$ cat config.mk
export PLATFORM = sky130hd
export DESIGN_NAME = rpm_top
export DESIGN_NICKNAME = d
export VERILOG_FILES = /design/src/rpm_pkg.sv /design/src/rpm_top.sv
export VERILOG_INCLUDE_DIRS = /design/src
export SDC_FILE = /design/constraint.sdc
export NUM_CORES = 1
export LEC_CHECK = 0
export BUFFER_PORTS_ARGS = -buffer_cell sky130_fd_sc_hd__buf_2
export CAP_MARGIN = 30
export CELL_PAD_IN_SITES_DETAIL_PLACEMENT = 0
export CELL_PAD_IN_SITES_GLOBAL_PLACEMENT = 1
export CORE_UTILIZATION = 30
export CTS_CLUSTER_DIAMETER = 40
export DETAILED_ROUTE_END_ITERATION = 16
export PLACE_DENSITY = 0.68
export SLEW_MARGIN = 20
export SYNTH_ARGS = -nofsm -noshare
export SYNTH_HDL_FRONTEND = slang
export SYNTH_SLANG_ARGS = --single-unit
$ cat constraint.sdc
create_clock -name aclk -period 3.7 [get_ports aclk]
set_clock_uncertainty 0.2 [all_clocks]
set_input_delay 0.37 -clock aclk [delete_from_list [all_inputs] [get_ports aclk]]
set_output_delay 0.37 -clock aclk [all_outputs]
set_load 0.02 [all_outputs]
$ cat src/rpm_consts.svh
// Constants of the reset pin manager: offsets, fields, resets, timing
`ifndef RPM_CONSTS_SVH
`define RPM_CONSTS_SVH
`define RPM_OFS_MODE        12'h000
`define RPM_OFS_STATUS      12'h004
`define RPM_OFS_CTRL        12'h008
`define RPM_OFS_IRQ_MASK    12'h00C
`define RPM_BIT_URST_EN     0
`define RPM_BIT_URST_IRQ_EN 4
`define RPM_LSB_PULSE_LEN   8
`define RPM_W_PULSE_LEN     4
`define RPM_BIT_USR_STATUS  0
`define RPM_BIT_PIN_LEVEL   16
`define RPM_BIT_SRST_PROC   0
`define RPM_BIT_SRST_PERIPH 2
`define RPM_BIT_SRST_EXT    3
`define RPM_MODE_RESET      32'h0000_0001
`define RPM_SLOW_DIV        16'h0C35
`define RPM_RESP_OKAY       2'h0
`define RPM_RESP_DECERR     2'h3
`endif

$ cat src/rpm_pkg.sv
// Types of the reset pin manager
package rpm_pkg;
   typedef enum logic [3:0] {
      RPM_IDLE   = 4'b0001,
      RPM_ASSERT = 4'b0010,
      RPM_PULSE  = 4'b0100,
      RPM_WAIT   = 4'b1000
   } rpm_state_e;
   typedef struct packed {
      logic        urst_en;
      logic        urst_irq_en;
      logic [3:0]  pulse_len;
   } rpm_mode_s;
   typedef struct packed {
      logic        proc_n;
      logic        periph_n;
      logic        pin_oe;
   } rpm_rst_s;
endpackage : rpm_pkg

$ cat src/rpm_top.sv
// Reset pin manager with reset state manager and AXI4-Lite registers
`timescale 1ns/10ps
`include "rpm_consts.svh"

// Functional notes
// Runs on slow clock; outputs processor, peripheral reset and pin drive request
// Processor reset output also resets the watchdog
// Peripheral reset output resets all embedded peripherals
// Resets come from peripheral events, pin events or software request
// State manager decides resets and requests external pin drive
// Pin held asserted for a programmable duration when requested
// Pin driven low only on request, otherwise left as input
// Mode register kept across core resets while io supply is powered
// Pin sampled once per slow clock cycle
// Sampled low level reports a user reset to the state manager
// With user_reset_enable at 0 the pin causes no user reset
// pin_level_flag shows the current sampled pin level
// user_reset_status set as soon as pin assertion is detected
// user_reset_status cleared only by reading the status register
// With user_reset_irq_enable set, pin raises interrupt instead of reset
// Pin passes a two-flop synchroniser before any use
// Interrupt stays high while status and irq enable set; read clears; the code also requires irq_mask set
// Own pin drive is not reported as a user reset
module rpm_top
   import rpm_pkg::*;
#(
   parameter logic [15:0] SLOW_DIV = `RPM_SLOW_DIV
) (
   // Clock and synchronous reset
   input  wire logic        aclk,
   input  wire logic        aresetn,
   // Io supply power-on reset, the only reset of the mode register
   input  wire logic        io_supply_resetn,
   // Peripheral reset events
   input  wire logic        periph_event,
   // AXI4-Lite write address and data
   input  wire logic        s_axi_awvalid,
   output logic             s_axi_awready,
   input  wire logic [11:0] s_axi_awaddr,
   input  wire logic        s_axi_wvalid,
   output logic             s_axi_wready,
   input  wire logic [31:0] s_axi_wdata,
   input  wire logic [3:0]  s_axi_wstrb,
   // AXI4-Lite write response
   output logic             s_axi_bvalid,
   input  wire logic        s_axi_bready,
   output logic [1:0]       s_axi_bresp,
   // AXI4-Lite read
   input  wire logic        s_axi_arvalid,
   output logic             s_axi_arready,
   input  wire logic [11:0] s_axi_araddr,
   output logic             s_axi_rvalid,
   input  wire logic        s_axi_rready,
   output logic [31:0]      s_axi_rdata,
   output logic [1:0]       s_axi_rresp,
   // External reset pin, open drain
   input  wire logic        ext_rst_in,
   output logic             ext_rst_out,
   output logic             ext_rst_oe,
   // Reset outputs and interrupt
   output logic             cpu_reset_n,
   output logic             peripheral_reset_n,
   output logic             irq
);

   typedef struct packed {
      logic [15:0] div_cnt;
      logic        slow_en;
      logic        sync1;
      logic        sync2;
      logic        pin_smp;
      logic        usr_status;
      logic        irq_mask;
      rpm_state_e  state;
      logic [15:0] pulse_cnt;
      logic        ext_only;
      rpm_rst_s    rst;
      logic        irq;
      logic        aw_got;
      logic [11:0] aw_addr;
      logic        w_got;
      logic [31:0] w_data;
      logic [3:0]  w_strb;
      logic        bvalid;
      logic [1:0]  bresp;
      logic        rvalid;
      logic [31:0] rdata;
      logic [1:0]  rresp;
   } rpm_core_s;

   rpm_core_s core_reg;
   rpm_core_s core_next;
   rpm_mode_s mode_reg;
   rpm_mode_s mode_next;

   // Reset word split into fields; the struct order differs from the register layout
   localparam logic [31:0] MODE_RST = `RPM_MODE_RESET;

   // Decode of a word offset, shared by read and write paths
   function automatic logic is_mapped(input logic [11:0] a);
      is_mapped = (a == `RPM_OFS_MODE) || (a == `RPM_OFS_STATUS) ||
                  (a == `RPM_OFS_CTRL) || (a == `RPM_OFS_IRQ_MASK);
   endfunction : is_mapped

   logic do_write;
   logic do_read;
   logic pin_low_evt;
   logic sw_proc;
   logic sw_periph;
   logic sw_ext;
   logic usr_trig;
   logic rd_status;

   // Register bus handshakes; one write and one read outstanding at most
   assign do_write = core_reg.aw_got && core_reg.w_got && !core_reg.bvalid;
   assign do_read  = s_axi_arvalid && s_axi_arready;
   assign rd_status = do_read && ({s_axi_araddr[11:2], 2'b00} == `RPM_OFS_STATUS);
   // Own drive masked so a controller pulse is not a user event
   assign pin_low_evt = core_reg.slow_en && !core_reg.sync2 && !core_reg.rst.pin_oe;
   assign usr_trig = pin_low_evt && mode_reg.urst_en && !mode_reg.urst_irq_en;
   assign sw_proc   = do_write && core_reg.aw_addr == `RPM_OFS_CTRL && core_reg.w_strb[0] &&
                      core_reg.w_data[`RPM_BIT_SRST_PROC];
   assign sw_periph = do_write && core_reg.aw_addr == `RPM_OFS_CTRL && core_reg.w_strb[0] &&
                      core_reg.w_data[`RPM_BIT_SRST_PERIPH];
   assign sw_ext    = do_write && core_reg.aw_addr == `RPM_OFS_CTRL && core_reg.w_strb[0] &&
                      core_reg.w_data[`RPM_BIT_SRST_EXT];

   // Next-state logic for everything except the mode register
   always_comb begin
      core_next = core_reg;
      // Slow clock enable from the divider
      core_next.slow_en = 1'b0;
      if (core_reg.div_cnt == 16'h0000) begin
         core_next.div_cnt = SLOW_DIV - 16'h0001;
         core_next.slow_en = 1'b1;
      end else begin
         core_next.div_cnt = core_reg.div_cnt - 16'h0001;
      end
      // Two-flop synchroniser; first stage feeds only the second
      core_next.sync1 = ext_rst_in;
      core_next.sync2 = core_reg.sync1;
      if (core_reg.slow_en) begin
         core_next.pin_smp = core_reg.sync2;
      end
      // Sticky status: read clears, a new event wins over the clear
      if (rd_status) begin
         core_next.usr_status = 1'b0;
      end
      if (pin_low_evt) begin
         core_next.usr_status = 1'b1;
      end
      // Reset state manager
      unique case (core_reg.state)
         RPM_IDLE: begin
            if (usr_trig || periph_event || sw_proc || sw_periph) begin
               core_next.state    = RPM_ASSERT;
               core_next.ext_only = 1'b0;
               core_next.rst.proc_n   = 1'b0;
               core_next.rst.periph_n = !(usr_trig || periph_event || sw_periph);
            end else if (sw_ext) begin
               core_next.state    = RPM_ASSERT;
               core_next.ext_only = 1'b1;
            end
         end
         RPM_ASSERT: begin
            // Ask the pin manager for a pulse of the programmed length
            core_next.rst.pin_oe = 1'b1;
            core_next.pulse_cnt  = 16'h0001 << mode_reg.pulse_len;
            core_next.state      = RPM_PULSE;
         end
         RPM_PULSE: begin
            if (core_reg.slow_en) begin
               if (core_reg.pulse_cnt == 16'h0001) begin
                  core_next.rst.pin_oe = 1'b0;
                  core_next.state      = RPM_WAIT;
               end else begin
                  core_next.pulse_cnt = core_reg.pulse_cnt - 16'h0001;
               end
            end
         end
         RPM_WAIT: begin
            // Release resets only after the pin has risen again
            if (core_reg.slow_en && core_reg.sync2) begin
               core_next.rst.proc_n   = 1'b1;
               core_next.rst.periph_n = 1'b1;
               core_next.state        = RPM_IDLE;
            end
         end
      endcase
      // Interrupt mask written by software
      if (do_write && core_reg.aw_addr == `RPM_OFS_IRQ_MASK && core_reg.w_strb[0]) begin
         core_next.irq_mask = core_reg.w_data[0];
      end
      core_next.irq = core_next.usr_status && mode_reg.urst_irq_en && core_next.irq_mask;
      // Write channel capture in either order
      if (s_axi_awvalid && s_axi_awready) begin
         core_next.aw_got  = 1'b1;
         core_next.aw_addr = {s_axi_awaddr[11:2], 2'b00};
      end
      if (s_axi_wvalid && s_axi_wready) begin
         core_next.w_got  = 1'b1;
         core_next.w_data = s_axi_wdata;
         core_next.w_strb = s_axi_wstrb;
      end
      if (do_write) begin
         core_next.bvalid = 1'b1;
         core_next.bresp  = is_mapped(core_reg.aw_addr) ? `RPM_RESP_OKAY : `RPM_RESP_DECERR;
      end
      if (core_reg.bvalid && s_axi_bready) begin
         core_next.bvalid = 1'b0;
         core_next.aw_got = 1'b0;
         core_next.w_got  = 1'b0;
      end
      // Read channel
      if (do_read) begin
         core_next.rvalid = 1'b1;
         core_next.rresp  = is_mapped({s_axi_araddr[11:2], 2'b00}) ? `RPM_RESP_OKAY : `RPM_RESP_DECERR;
         core_next.rdata  = 32'h0000_0000;
         unique case ({s_axi_araddr[11:2], 2'b00})
            `RPM_OFS_MODE: begin
               core_next.rdata[`RPM_BIT_URST_EN]     = mode_reg.urst_en;
               core_next.rdata[`RPM_BIT_URST_IRQ_EN] = mode_reg.urst_irq_en;
               core_next.rdata[`RPM_LSB_PULSE_LEN +: `RPM_W_PULSE_LEN] = mode_reg.pulse_len;
            end
            `RPM_OFS_STATUS: begin
               core_next.rdata[`RPM_BIT_USR_STATUS] = core_reg.usr_status;
               core_next.rdata[`RPM_BIT_PIN_LEVEL]  = core_reg.pin_smp;
            end
            `RPM_OFS_IRQ_MASK: core_next.rdata[0] = core_reg.irq_mask;
            default: core_next.rdata = 32'h0000_0000;
         endcase
      end
      if (core_reg.rvalid && s_axi_rready) begin
         core_next.rvalid = 1'b0;
      end
   end

   // Mode register update; only the io supply reset touches it
   always_comb begin
      mode_next = mode_reg;
      if (do_write && core_reg.aw_addr == `RPM_OFS_MODE) begin
         if (core_reg.w_strb[0]) begin
            mode_next.urst_en     = core_reg.w_data[`RPM_BIT_URST_EN];
            mode_next.urst_irq_en = core_reg.w_data[`RPM_BIT_URST_IRQ_EN];
         end
         if (core_reg.w_strb[1]) begin
            mode_next.pulse_len = core_reg.w_data[`RPM_LSB_PULSE_LEN +: `RPM_W_PULSE_LEN];
         end
      end
   end

   // Core state, cleared by the core reset
   always_ff @(posedge aclk) begin
      if (!aresetn) begin
         core_reg       <= '0;
         core_reg.state <= RPM_IDLE;
         core_reg.sync1 <= 1'b1;
         core_reg.sync2 <= 1'b1;
         core_reg.pin_smp <= 1'b1;
         core_reg.rst.proc_n   <= 1'b1;
         core_reg.rst.periph_n <= 1'b1;
      end else begin
         core_reg <= core_next;
      end
   end

   // Mode register survives core reset while the io supply is up
   always_ff @(posedge aclk) begin
      if (!io_supply_resetn) begin
         mode_reg.urst_en     <= MODE_RST[`RPM_BIT_URST_EN];
         mode_reg.urst_irq_en <= MODE_RST[`RPM_BIT_URST_IRQ_EN];
         mode_reg.pulse_len   <= MODE_RST[`RPM_LSB_PULSE_LEN +: `RPM_W_PULSE_LEN];
      end else begin
         mode_reg <= mode_next;
      end
   end

   // Ready signals come from flip-flops via the held state
   always_ff @(posedge aclk) begin
      if (!aresetn) begin
         s_axi_awready <= 1'b0;
         s_axi_wready  <= 1'b0;
         s_axi_arready <= 1'b0;
      end else begin
         s_axi_awready <= !core_next.aw_got && !(s_axi_awvalid && s_axi_awready);
         s_axi_wready  <= !core_next.w_got && !(s_axi_wvalid && s_axi_wready);
         s_axi_arready <= !core_next.rvalid && !do_read;
      end
   end

   // Outputs straight from the state flops, except ext_rst_out which is tied low
   assign s_axi_bvalid       = core_reg.bvalid;
   assign s_axi_bresp        = core_reg.bresp;
   assign s_axi_rvalid       = core_reg.rvalid;
   assign s_axi_rdata        = core_reg.rdata;
   assign s_axi_rresp        = core_reg.rresp;
   assign ext_rst_out        = 1'b0;
   assign ext_rst_oe         = core_reg.rst.pin_oe;
   assign cpu_reset_n        = core_reg.rst.proc_n;
   assign peripheral_reset_n = core_reg.rst.periph_n;
   assign irq                = core_reg.irq;
endmodule : rpm_top
Yosys cells after proc, flatten, opt, wreduce, memory -nomap -nowiden
Cells that the tools add are included.
{"block": "totals", "output_inout_bits": 46, "reg_bits": 116, "mem_count": 0, "ramBits": 0, "inputBits": 70, "elab_cells": 142, "latch_bits": 0, "rom_bits": 0}
{"block": "op_classes", "n_reduce_logical": 60, "n_bitwise": 1, "mul": 0, "add_sub_neg": 2, "mux": 31, "magnitude_cmp": 0, "shifts": 1, "n_eq_ne": 17, "div_mod_pow": 0}
{"operator": "$eq A10 B2 Y1 const B", "count": 4}
{"operator": "$mux W37", "count": 1}
{"operator": "$mux W35", "count": 1}
{"operator": "$pmux W16 S2", "count": 1}
{"operator": "$sub A16 B1 Y16 const B", "count": 2}
{"operator": "$logic_and A1 B1 Y1", "count": 26}
{"operator": "$eq A10 B1 Y1 const B", "count": 2}
{"operator": "$mux W20", "count": 1}
{"operator": "$mux W4", "count": 5}
{"operator": "$eq A16 B1 Y1 const B", "count": 1}
{"operator": "$logic_not A16 Y1", "count": 1}
{"operator": "$mux W16", "count": 1}
{"operator": "$pmux W4 S4", "count": 1}
{"operator": "$shl A1 B4 Y16 const A", "count": 1}
{"operator": "$mux W13", "count": 1}
{"operator": "$logic_not A12 Y1", "count": 1}
{"operator": "$mux W12", "count": 1}
{"operator": "$logic_not A1 Y1", "count": 11}
{"operator": "$mux W1", "count": 11}
{"operator": "$logic_not A10 Y1", "count": 1}
{"operator": "$logic_or A1 B1 Y1", "count": 10}
{"operator": "$ne A2 B2 Y1 const B", "count": 5}
{"operator": "$reduce_and A3 Y1", "count": 3}
{"operator": "$mux W2", "count": 4}
{"operator": "other kinds (13)", "count": 16}

Logic depth before layout (Yosys ltp)
Gate-level depths: netlist of run 1.
{"block": "logic_depth", "ltp_word": 10, "ltp_mapped": 8, "depth_no_buf": 7}

Worst setup path before layout of run 1
No wires, ideal clock.
{"block": "synth_timing", "path_kind": "flip-flop to flip-flop", "startpoint": "register core_reg[119] (netlist name)", "endpoint": "register core_reg[126] (netlist name)", "stages_incl_launch_ff": 9, "path_buffers": 1, "t_arrival_ns": 1.991, "slack_ns": 1.392, "period_less_slack_ns": 2.308, "setup_time_ns": 0.117, "required_time_ns": 3.383, "path_cell_list": "dfxtp_1 -> inv_1 -> ha_1 -> nor3b_1 -> nand3_1 -> or4_1 -> nand2_1 -> buf_2 -> nor2_1"}
{"block": "synth_via", "elab_chain_cells": 2, "elab_cells_between_ends": 3, "cone_classes": "add/sub (1); reduce/logical (2)"}
{"element": "start, declared", "line_no": "rpm_top.sv:91", "rtl": "rpm_core_s core_reg;"}
{"element": "start signal, assigned", "line_no": "rpm_top.sv:263", "rtl": "core_reg <= core_next;"}
{"element": "parallel branches: the longest is 2 deep, another holds $sub A16 B1 Y16"}
Parallel ways; which one is timed is not known.
A chain may end at the register's enable or synchronous reset.

Final worst setup path of run 1
{"block": "layout_timing", "startpoint": "register core_reg[119] (netlist name)", "endpoint": "register core_reg[128] (netlist name)"}
The elaborated chain is that of the path after synthesis.

==> results of run 1 <==
==> synthesized netlist by cell type (2+ instances only) <==
master and n:
nor2b_1 12, buf_6 2, or3_1 2, xor2_1 3
nand4_1 6, o21ai_1 9, a21oi_1 48, nor3b_1 6
a22oi_1 3, a32oi_1 2, nand3_1 12, a21o_1 2
nand2_1 65, nor2_1 44, o21ai_0 9, buf_2 4
o32ai_1 3, and2_1 3, nor4b_1 2, o211ai_1 3
and3_1 4, or4b_2 2, buf_1 3, mux2i_1 8
ha_1 3, a211oi_1 4, o31ai_1 7, nand4b_1 2
xnor2_1 10, dfxtp_1 88, or4_1 7, clkbuf_1 13
nor4_1 9, inv_1 9, buf_4 37, a31oi_1 7
a22o_1 5, nand3b_1 2, nand2b_1 6, nor3_1 12
==> power by group <==
part / internal (mW) / switching, mW
Combinational: 0.220 / 0.311
Clock: 0.476 / 0.392
Sequential: 1.06 / 0.0920
==> cell usage in the layout (no fill, tap or decap), types with 3 or more instances in the layout <==
cell type,netlist,routed
nand3_1,12,12
a211oi_1,4,4
buf_2,4,59
or4_1,7,7
conb_1,1,26
nand2_1,65,65
nor2b_1,12,12
nand4_1,6,6
o32ai_1,3,3
nor3_1,12,12
clkinv_2,0,3
mux2i_1,8,8
xnor2_1,10,10
and3_1,4,4
and2_1,3,3
buf_4,37,4
dfxtp_1,88,88
a31oi_1,7,7
ha_1,3,3
o31ai_1,7,7
o211ai_1,3,3
a21oi_1,48,48
o21ai_0,9,9
clkbuf_16,0,9
xor2_1,3,3
o21ai_1,9,9
inv_1,9,9
a22o_1,5,5
nor3b_1,6,6
a22oi_1,3,3
nor4_1,9,9
nand2b_1,6,6
nor2_1,44,44
==> final cells by class <==
cell class | instances | area [µm²]
inverter | 10 | 37.5
sequential | 88 | 1760
clock inverter | 6 | 41.3
timing repair buffer | 64 | 340
multi-input combinational | 367 | 2100
fill | 1392 | 8660
clock buffer | 10 | 239
tap | 176 | 220
==> cells by family after synthesis <==
group                    after synthesis
AND/OR/NAND/NOR                      203
adder cells (fa/ha/maj)                3
flip-flops                            88
XOR/XNOR                              13
multiplexers                           9
buffers and inverters                 69
other                                  1
AO/OA/AOI/OAI                        113
==> worst max-delay path: cells and delay by family, from the launching register on <==
kind | cells | cell delay [ps]
DFF | 1 | 340
adders and majority gates | 1 | 170
AOI/OAI and AO/OA | 1 | 90
and+or+nand+nor | 4 | 1680
buffers and inverters | 1 | 70
==> metal layers <==
layer  global-route usage (%)  vias to the layer above
met3                     3.85                        9
li1                         -                     1793
met4                     4.53                        0
met2                     23.2                      106
met1                     19.0                     1634
met5                        0                        -
==> through the flow <==
stage,instances,setup slack (ps),power (mW),util (%)
6_report,721,1020,2.55,35.4
2_1_floorplan,524,1390,1.59,-
5_1_grt,721,787,2.70,35.4
3_3_place_gp,704,1080,1.68,33.2
4_1_cts,720,1020,2.58,35.3
3_5_place_dp,704,1040,1.70,33.2
==> how the worst min path moves through the flow <==
stage	end	startpoint	slack, ps
floorplan	core_reg[116]	core_next[116]	190
global placement	core_reg[116]	core_next[116]	210
detailed placement	core_reg[116]	core_next[116]	210
CTS	core_next[116]	ext_rst_in	30
global route	core_next[116]	ext_rst_in	20
finish	core_next[116]	ext_rst_in	30
==> out/metrics.cfg, run 1 <==
[run_status]
status = completed

[sta]
holdWs_ps = 34.4
setup_viol = 0
rsz0062_at_grt = no
hold_viol = 0
period_share_pct = 72.3
timing.setup.tns_ps = 0
worstMarginPinSlew_ps = 818
fmax_mhz = 374
finalCriticalPeriod_ps = 2680
relSlewSlack_pct = 45.0
slew_violations = 0

[routing]
vias = 3542
drtIter0Drc = 177
route.met3.wl_um = 513
dr.pass1.iters = 5
via_per_inst = 4.91
wl_met1_um = 4690
top_layer_used = met4
wl_met2_um = 4570
wire_per_inst_um = 13.6
drc = 0
antenna_left = 0
finalWirelength_um = 9840

[setup_path]
slowest_stage = or4_1
worstPathRequired_ps = 3710
reg2reg_from = core_reg[119]
path_class = flop to flop
cp_data_arrival_time_ps = 2680
startpoint = core_reg[119]
endpoint = core_reg[128]
cp-start-kind = flop
cpPeakStageDelay_ps = 610
crit_path_cell_trace = inv_1, ha_1, nor3b_1, nand3_1, or4_1, nand2_1, a21oi_1
rrSetupSlack_ps = 1020
end_kind = flop
r2r_end = core_reg[128]
critical_path.max_fanout = 11
rr_worst_depth = 7

[logic_synthesis]
avgSynthCellArea_um2 = 8.39
syn_area_um2 = 4190
seq_area_frac_synth_pct = 42.1
synth-adder-area-share_pct = 0.897
synth_top_area_share_pct = 42.1
synth_top_area_cell = dfxtp_1
synth.mux.area_fraction_pct = 2.18
async_flop_share_pct = 0
synth.area.top_cells = dfxtp_1 (42%), buf_4 (6.6%), nand2_1 (5.8%)
synth-compound-area-share_pct = 17.1
syn_inst = 499
ys.flop_type = dfxtp_1
synth_top_family_by_area = simple AND/OR/NAND/NOR gates
yosys_register_bits = 88
synthXorXnorAreaFrac_pct = 2.72
synth_warnings = 0
synth_simple_gate_area_share_pct = 24.9
yosysUniqueCellTypes = 61
synth_edf_count = 0

[pwr]
power.density_nw_per_um2 = 537
p_leak_nw = 1.92
ir_drop_v = 0.000223

[cts]
cts_resized = 0
insertion_delay_ps = 340
cts.path.max_buffers = 2
cts-htree-levels = 3
cts.reportedPaths.clkPinSlew_ps = 60
clock_sinks = 88
ctsHoldBuffers = 0
cts_buffers = 9
post_cts_buffers = 0
cts_tree = done
root_buffer = clkbuf_16

[worst_hold_path]
hold_depth = 2
hp-class = input port to flop

[finish]
fin_nets = 613
largest_reg_flops = 63
postLayoutCellArea_um2 = 4740
drive_gt1_share_pct = 17.1
antennaDiodeCount = 0
area_delta_synth_final_pct = 13.2

[place]
dpl_cell_area_um2 = 4440
place.gp.congestion = 0.746
dp_hpwl_um = 6950
portBuffers = 59

[grt]
gr-total-overflow = 0
antenna_found_initial = 0
grt_max_degree = 40
grt_usage_pct = 14.6
first_global_vias = 3278
grt_pass1_wl_um = 16400

[floorplan]
start_util_pct = 31.2
die_area_um2 = 14400
core_area_um2 = 13400
die_w_um = 120
top_level_ports = 116
die_h_um = 120
num_rows = 42

[run]
max_cap_viol_count = 0

Power figures use the tool's default switching activity.
==> run 2: changes to the inputs <==
- clock period: 3.7 -> 2.7 ns (I/O delays scaled with it)
==> run 2 against run 1 <==
Highest routed layer unchanged. Critical endpoint is now core_reg[94]. Final cell count increased by 4.0%. Wire length increased by 3.0%. Largest cell class unchanged. Sequential power increased by 37%. Sequential share of layout area decreased by 2.0 points. Largest power group unchanged.
==> out/metrics.cfg, run 2 (synthesis gave the netlist of run 1 again) <==
[finish]
num-fill-cells = 1409  ; +1.2%
area_delta_synth_final_pct = 19.8
fin_nets = 642  ; +4.7%
final_cell_mix = dfxtp_1 (88), nand2_1 (65), buf_2 (59)
multi_input_area_um2 = 2100  ; unchanged
drive_gt1_share_pct = 17.2  ; +0.18 points
seq_area_um2 = 1760  ; unchanged
final_common_cell = dfxtp_1
antennaDiodeCount = 0  ; unchanged
largest_reg_flops = 63  ; unchanged

[floorplan]
start_util_pct = 31.2  ; unchanged
core_area_um2 = 13400  ; unchanged
die_w_um = 120  ; unchanged
num_rows = 42  ; unchanged
die_area_um2 = 14400  ; unchanged
top_level_ports = 116  ; unchanged
die_h_um = 120  ; unchanged

[setup_path]
end_kind = flop
startpoint = core_reg[93]
path_class = flop to flop
reg2reg_from = core_reg[93]
cp-start-kind = flop
r2r_end = core_reg[94]
critical_path.max_fanout = 23  ; +12
cp_data_arrival_time_ps = 2530  ; -150 ps
worstPathRequired_ps = 2770  ; -940 ps
rr_worst_depth = 6  ; -1
rrSetupSlack_ps = 240  ; -780 ps

[cts]
insertion_delay_ps = 350  ; about the same
cts_tree = done
root_buffer = clkbuf_16
post_cts_buffers = 0  ; unchanged
clock_sinks = 88  ; unchanged
cts_buffers = 9  ; unchanged
cts.path.max_buffers = 2  ; unchanged
cts-htree-levels = 3  ; unchanged
cts.reportedPaths.clkPinSlew_ps = 70  ; about the same

[place]
dp_hpwl_um = 7030  ; +1.2%
place.gp.congestion = 0.823  ; +10%
portBuffers = 59  ; unchanged

[worst_hold_path]
holdCritStartpoint = s_axi_bready
whs_endpoint = s_axi_bvalid
hold_depth = 3  ; +1
hp-class = input port to flop

[routing]
drtIter0Drc = 156  ; -12%
finalWirelength_um = 10100  ; +3.0%
wire_per_inst_um = 13.5  ; -1.0%
dr.pass1.iters = 4  ; -1
antenna_left = 0  ; unchanged
drc = 0  ; unchanged
vias = 3657  ; +3.2%
via_per_inst = 4.88  ; -0.75%

[pwr]
p_leak_nw = 2.04  ; +6.2%
power.total_mw = 3.57  ; +40%
ir_drop_v = 0.000273  ; +22%
power.density_nw_per_um2 = 712  ; +33%

[sta]
hold_viol = 0  ; unchanged
setup_viol = 0  ; unchanged
rsz0062_at_grt = no
fmax_mhz = 407  ; +8.8%
worstMarginPinSlew_ps = 654  ; -164 ps
period_share_pct = 91.1  ; +19 points
timing.setup.tns_ps = 0  ; unchanged
slew_violations = 0  ; unchanged
relSlewSlack_pct = 56.1  ; +11 points
finalCriticalPeriod_ps = 2460  ; -216 ps

[grt]
grt_max_degree = 25  ; -38%
antenna_found_initial = 0  ; unchanged
grt_pass1_wl_um = 16800  ; +2.0%
grt_usage_pct = 14.8  ; +0.26 points
first_global_vias = 3558  ; +8.5%
gr-total-overflow = 0  ; unchanged

[run]
max_cap_viol_count = 0  ; unchanged

[run_status]
status = completed

[run 2: area by class of cell]
cell class,count,share of cell area [%]
clock inverter,7,1.22
tap,176,4.39
multi-input combinational,367,41.9
timing repair buffer,93,12.1
clock buffer,9,4.49
sequential,88,35.1
inverter,10,0.749
[run 2: metal layers]
metal / GRT usage, % / vias to the layer above / wire, µm
met5: 0 / - / 0
met4: 6.25 / 0 / 168
met3: 4.09 / 16 / 376
met2: 23.9 / 86 / 4630
met1: 18.4 / 1707 / 4960
li1: - / 1848 / -
[run 2: worst max-delay path by stage]
stage / endpoint / depth (start not counted)
floorplan: core_reg[126] / 8
global placement: core_reg[94] / 6
detailed placement: core_reg[94] / 6
CTS: core_reg[94] / 6
global route: core_reg[94] / 7
finish: core_reg[94] / 6
[run 2: worst max-delay path, stage by stage, from the launching register on]
cell      delay (ps)
dfxtp_1          400
ha_1             160
or4b_2           620
nor4_4           320
o21a_4           360
a311oi_1          80
a211oi_1         230
[run 2: what timing repair did]
action / in CTS / in global routing
endpoints found under the hold margin: 25 / 0
resized for setup: 0 / 0
hold buffers: 23 / 0
[run 2: power breakdown]
part	switching (mW)	internal [mW]
clock network	0.580	0.643
logic	0.428	0.350
registers	0.126	1.45
[run 2: per-stage QoR]
| step | cells | hold slack, ps | cell area, µm² | setup WS (ps) | utilization [%] |
|---|---|---|---|---|---|
| floorplan | 524 | 132 | 4280 | 392 | - |
| global placement | 711 | 203 | 4500 | 272 | 33.6 |
| detailed placement | 711 | 196 | 4500 | 251 | 33.6 |
| CTS | 750 | 11.2 | 5010 | 224 | 37.4 |
| global route | 750 | 19.6 | 5010 | 61.7 | 37.4 |
| finish | 750 | 9.46 | 5010 | 240 | 37.4 |
==> run 3: changes to the inputs <==
- ABC_AREA: default -> 1
- PLACE_DENSITY: 0.68 -> 0.69
==> run 3 against run 2 <==
Clock power about the same. Sequential share of layout area decreased by 0.32 points. Register-to-register slack gained 500 ps. Worst setup slack better by 500 ps. Synthesized cell count increased by 20%. Wire length is 4.1% lower. Largest power group unchanged.
==> out/metrics.cfg, run 3 <==
[run_status]
status = completed

[place]
dpl_cell_area_um2 = 4620  ; +2.8%
place.gp.congestion = 0.824  ; about the same
dp_hpwl_um = 7260  ; +3.2%
portBuffers = 59  ; unchanged
dp_cells = 816  ; +15%
dpl_worst_slack_ps = 806  ; +555 ps

[logic_synthesis]
ys.flop_type = dfxtp_1
synth_top_area_share_pct = 40.4  ; -1.6 points
async_flop_share_pct = 0  ; unchanged
synth_top_area_cell = dfxtp_1
synth.area.top_cells = dfxtp_1 (40%), nor2_1 (7.9%), nand2_1 (6.8%)
synth_warnings = 0  ; unchanged
yosys_register_bits = 88  ; unchanged
syn_area_um2 = 4360  ; +4.1%
yosysMostFrequentCell = nor2_1
synth_edf_count = 0  ; unchanged
syn_inst = 601  ; +20%
seq_area_frac_synth_pct = 40.4  ; -1.6 points
yosysUniqueCellTypes = 44  ; -28%
avgSynthCellArea_um2 = 7.25  ; -14%
netlist_top_cells_count = nor2_1 (92), dfxtp_1 (88), nand2_1 (79), inv_1 (64), o21ai_0 (50)

[sta]
holdWs_ps = 7.43  ; -2.04 ps
fmax_mhz = 511  ; +26%
slew_violations = 0  ; unchanged
finalCriticalPeriod_ps = 1960  ; -503 ps
worstMarginPinSlew_ps = 748  ; +93.6 ps
period_share_pct = 72.5  ; -19 points
setup_viol = 0  ; unchanged
hold_viol = 0  ; unchanged
rsz0062_at_grt = no
setup_slack_ps = 743  ; +503 ps
relSlewSlack_pct = 50.1  ; -6.0 points
timing.setup.tns_ps = 0  ; unchanged

[grt]
gr-total-overflow = 0  ; unchanged
antenna_found_initial = 0  ; unchanged
grt_max_degree = 30  ; +20%
first_global_vias = 3587  ; +0.82%
grt_pass1_wl_um = 16600  ; -0.66%
grt_usage_pct = 14.0  ; -0.78 points

[floorplan]
top_level_ports = 116  ; unchanged
die_area_um2 = 15000  ; +4.0%
die_w_um = 122  ; +2.0%
start_util_pct = 31.0  ; -0.22 points
core_area_um2 = 14000  ; +4.8%
num_rows = 43  ; +2.4%
die_h_um = 122  ; +2.0%

[setup_path]
cpPeakStageDelay_ps = 360  ; -260 ps
critical_path.max_fanout = 10  ; -57%
slowest_stage = dfxtp_1
worstPathRequired_ps = 2770  ; about the same
crit_path_cell_trace = nor2_1, nand3_1, inv_2, buf_4, nor2_1, inv_1, nor2_1, a21oi_1, a21oi_1
cp-start-kind = flop
path_class = flop to flop
crit_buf_inv = 3  ; +3
cp_top_family = simple AND/OR/NAND/NOR gates
end_kind = flop
cp_data_arrival_time_ps = 2030  ; -500 ps
crit_top_cell = nor2_1

[routing]
drtIter0Drc = 187  ; +20%
wire_per_inst_um = 11.5  ; -15%
vias = 3812  ; +4.2%
drc = 0  ; unchanged
via_per_inst = 4.51  ; -7.6%
finalWirelength_um = 9720  ; -4.1%
dr.pass1.iters = 4  ; unchanged
antenna_left = 0  ; unchanged

[run]
max_cap_viol_count = 0  ; unchanged

[cts]
cts_resized = 0  ; unchanged
cts_tree = done
root_buffer = clkbuf_16
cts.path.max_buffers = 2  ; unchanged
cts-htree-levels = 3  ; unchanged
cts_buffers = 9  ; unchanged
insertion_delay_ps = 340  ; about the same
clock_sinks = 88  ; unchanged
cts.reportedPaths.clkPinSlew_ps = 60  ; about the same

[pwr]
power.density_nw_per_um2 = 843  ; +18%
p_leak_nw = 2.27  ; +11%
power.total_mw = 4.27  ; +19%
ir_drop_v = 0.000490  ; +80%

[worst_hold_path]
hp-class = input port to flop

[finish]
stdcell_count = 846  ; +13%
drive_gt1_share_pct = 16.5  ; -0.73 points
postLayoutCellArea_um2 = 5060  ; +0.92%
largest_reg_flops = 63  ; unchanged
final_cell_mix = nor2_1 (92), dfxtp_1 (88), nand2_1 (79)
fin_nets = 734  ; +14%
final_common_cell = nor2_1
antennaDiodeCount = 0  ; unchanged
area_delta_synth_final_pct = 16.2
fin_util_pct = 36.0  ; -1.4 points

## run 3: cell types whose count changed after synthesis, sizes merged, moves of 5 or more
cell    change
inv        +56
or4         -8
nand2b      -6
mux2i       -8
nand2      +18
nor2b      -12
nor4        -8
nor2       +61
or2         +7
a22o        -5
nor3b       -6
nand3      +23
o21ai      +38
## run 3: routing by layer
| metal | wire [µm] | share of wire [%] | GRT usage [%] |
|---|---|---|---|
| met3 | 338 | 3.5 | 3.07 |
| met4 | 122 | 1.3 | 4.34 |
| met5 | 0 | 0 | 0 |
| met1 | 4730 | 49 | 17.9 |
| met2 | 4520 | 47 | 23.4 |
## run 3: area by class of cell
type	count	area (µm²)
fillers	1477	8980
multi-input cells	418	2060
flip-flops and latches	88	1760
repair buffers	77	465
inverters	67	251
clock buffers	9	225
well taps	180	225
clock inverters	7	70.1
## run 3: tightest hold or removal path, stage by stage
cell and delay [ps]:
buf_2 80, o21ai_0 80, nor2_1 80
## run 3: repair_timing
item / 4_1_cts / 5_1_grt
endpoints found under the hold margin: 14 / 0
buffers inserted: 0 / 0
hold buffers: 14 / 0
## run 3: cell families after synthesis
family	after synthesis	synth area share (%)
adder cells (fa/ha/maj)	3	0.862
other	1	0.0861
XOR/XNOR	12	2.41
AO/OA/AOI/OAI	123	15.7
AND/OR/NAND/NOR	254	26.1
buffers and inverters	120	14.4
flip-flops	88	40.4
## run 3: worst paths after layout
check                   from            end  slack (ps)  cells after the start
max            core_reg[110]   core_reg[97]         740                      9
min          s_axi_wdata[11]   core_reg[53]           7                      3
max reg2reg    core_reg[110]   core_reg[97]         740                      9
min reg2reg   core_next[116]  core_reg[116]         210                      1
## run 3: power by group
part	total, mW	switching (mW)	internal (mW)
Clock	1.24	0.521	0.717
Combinational	1.38	0.872	0.508
Sequential	1.65	0.143	1.50
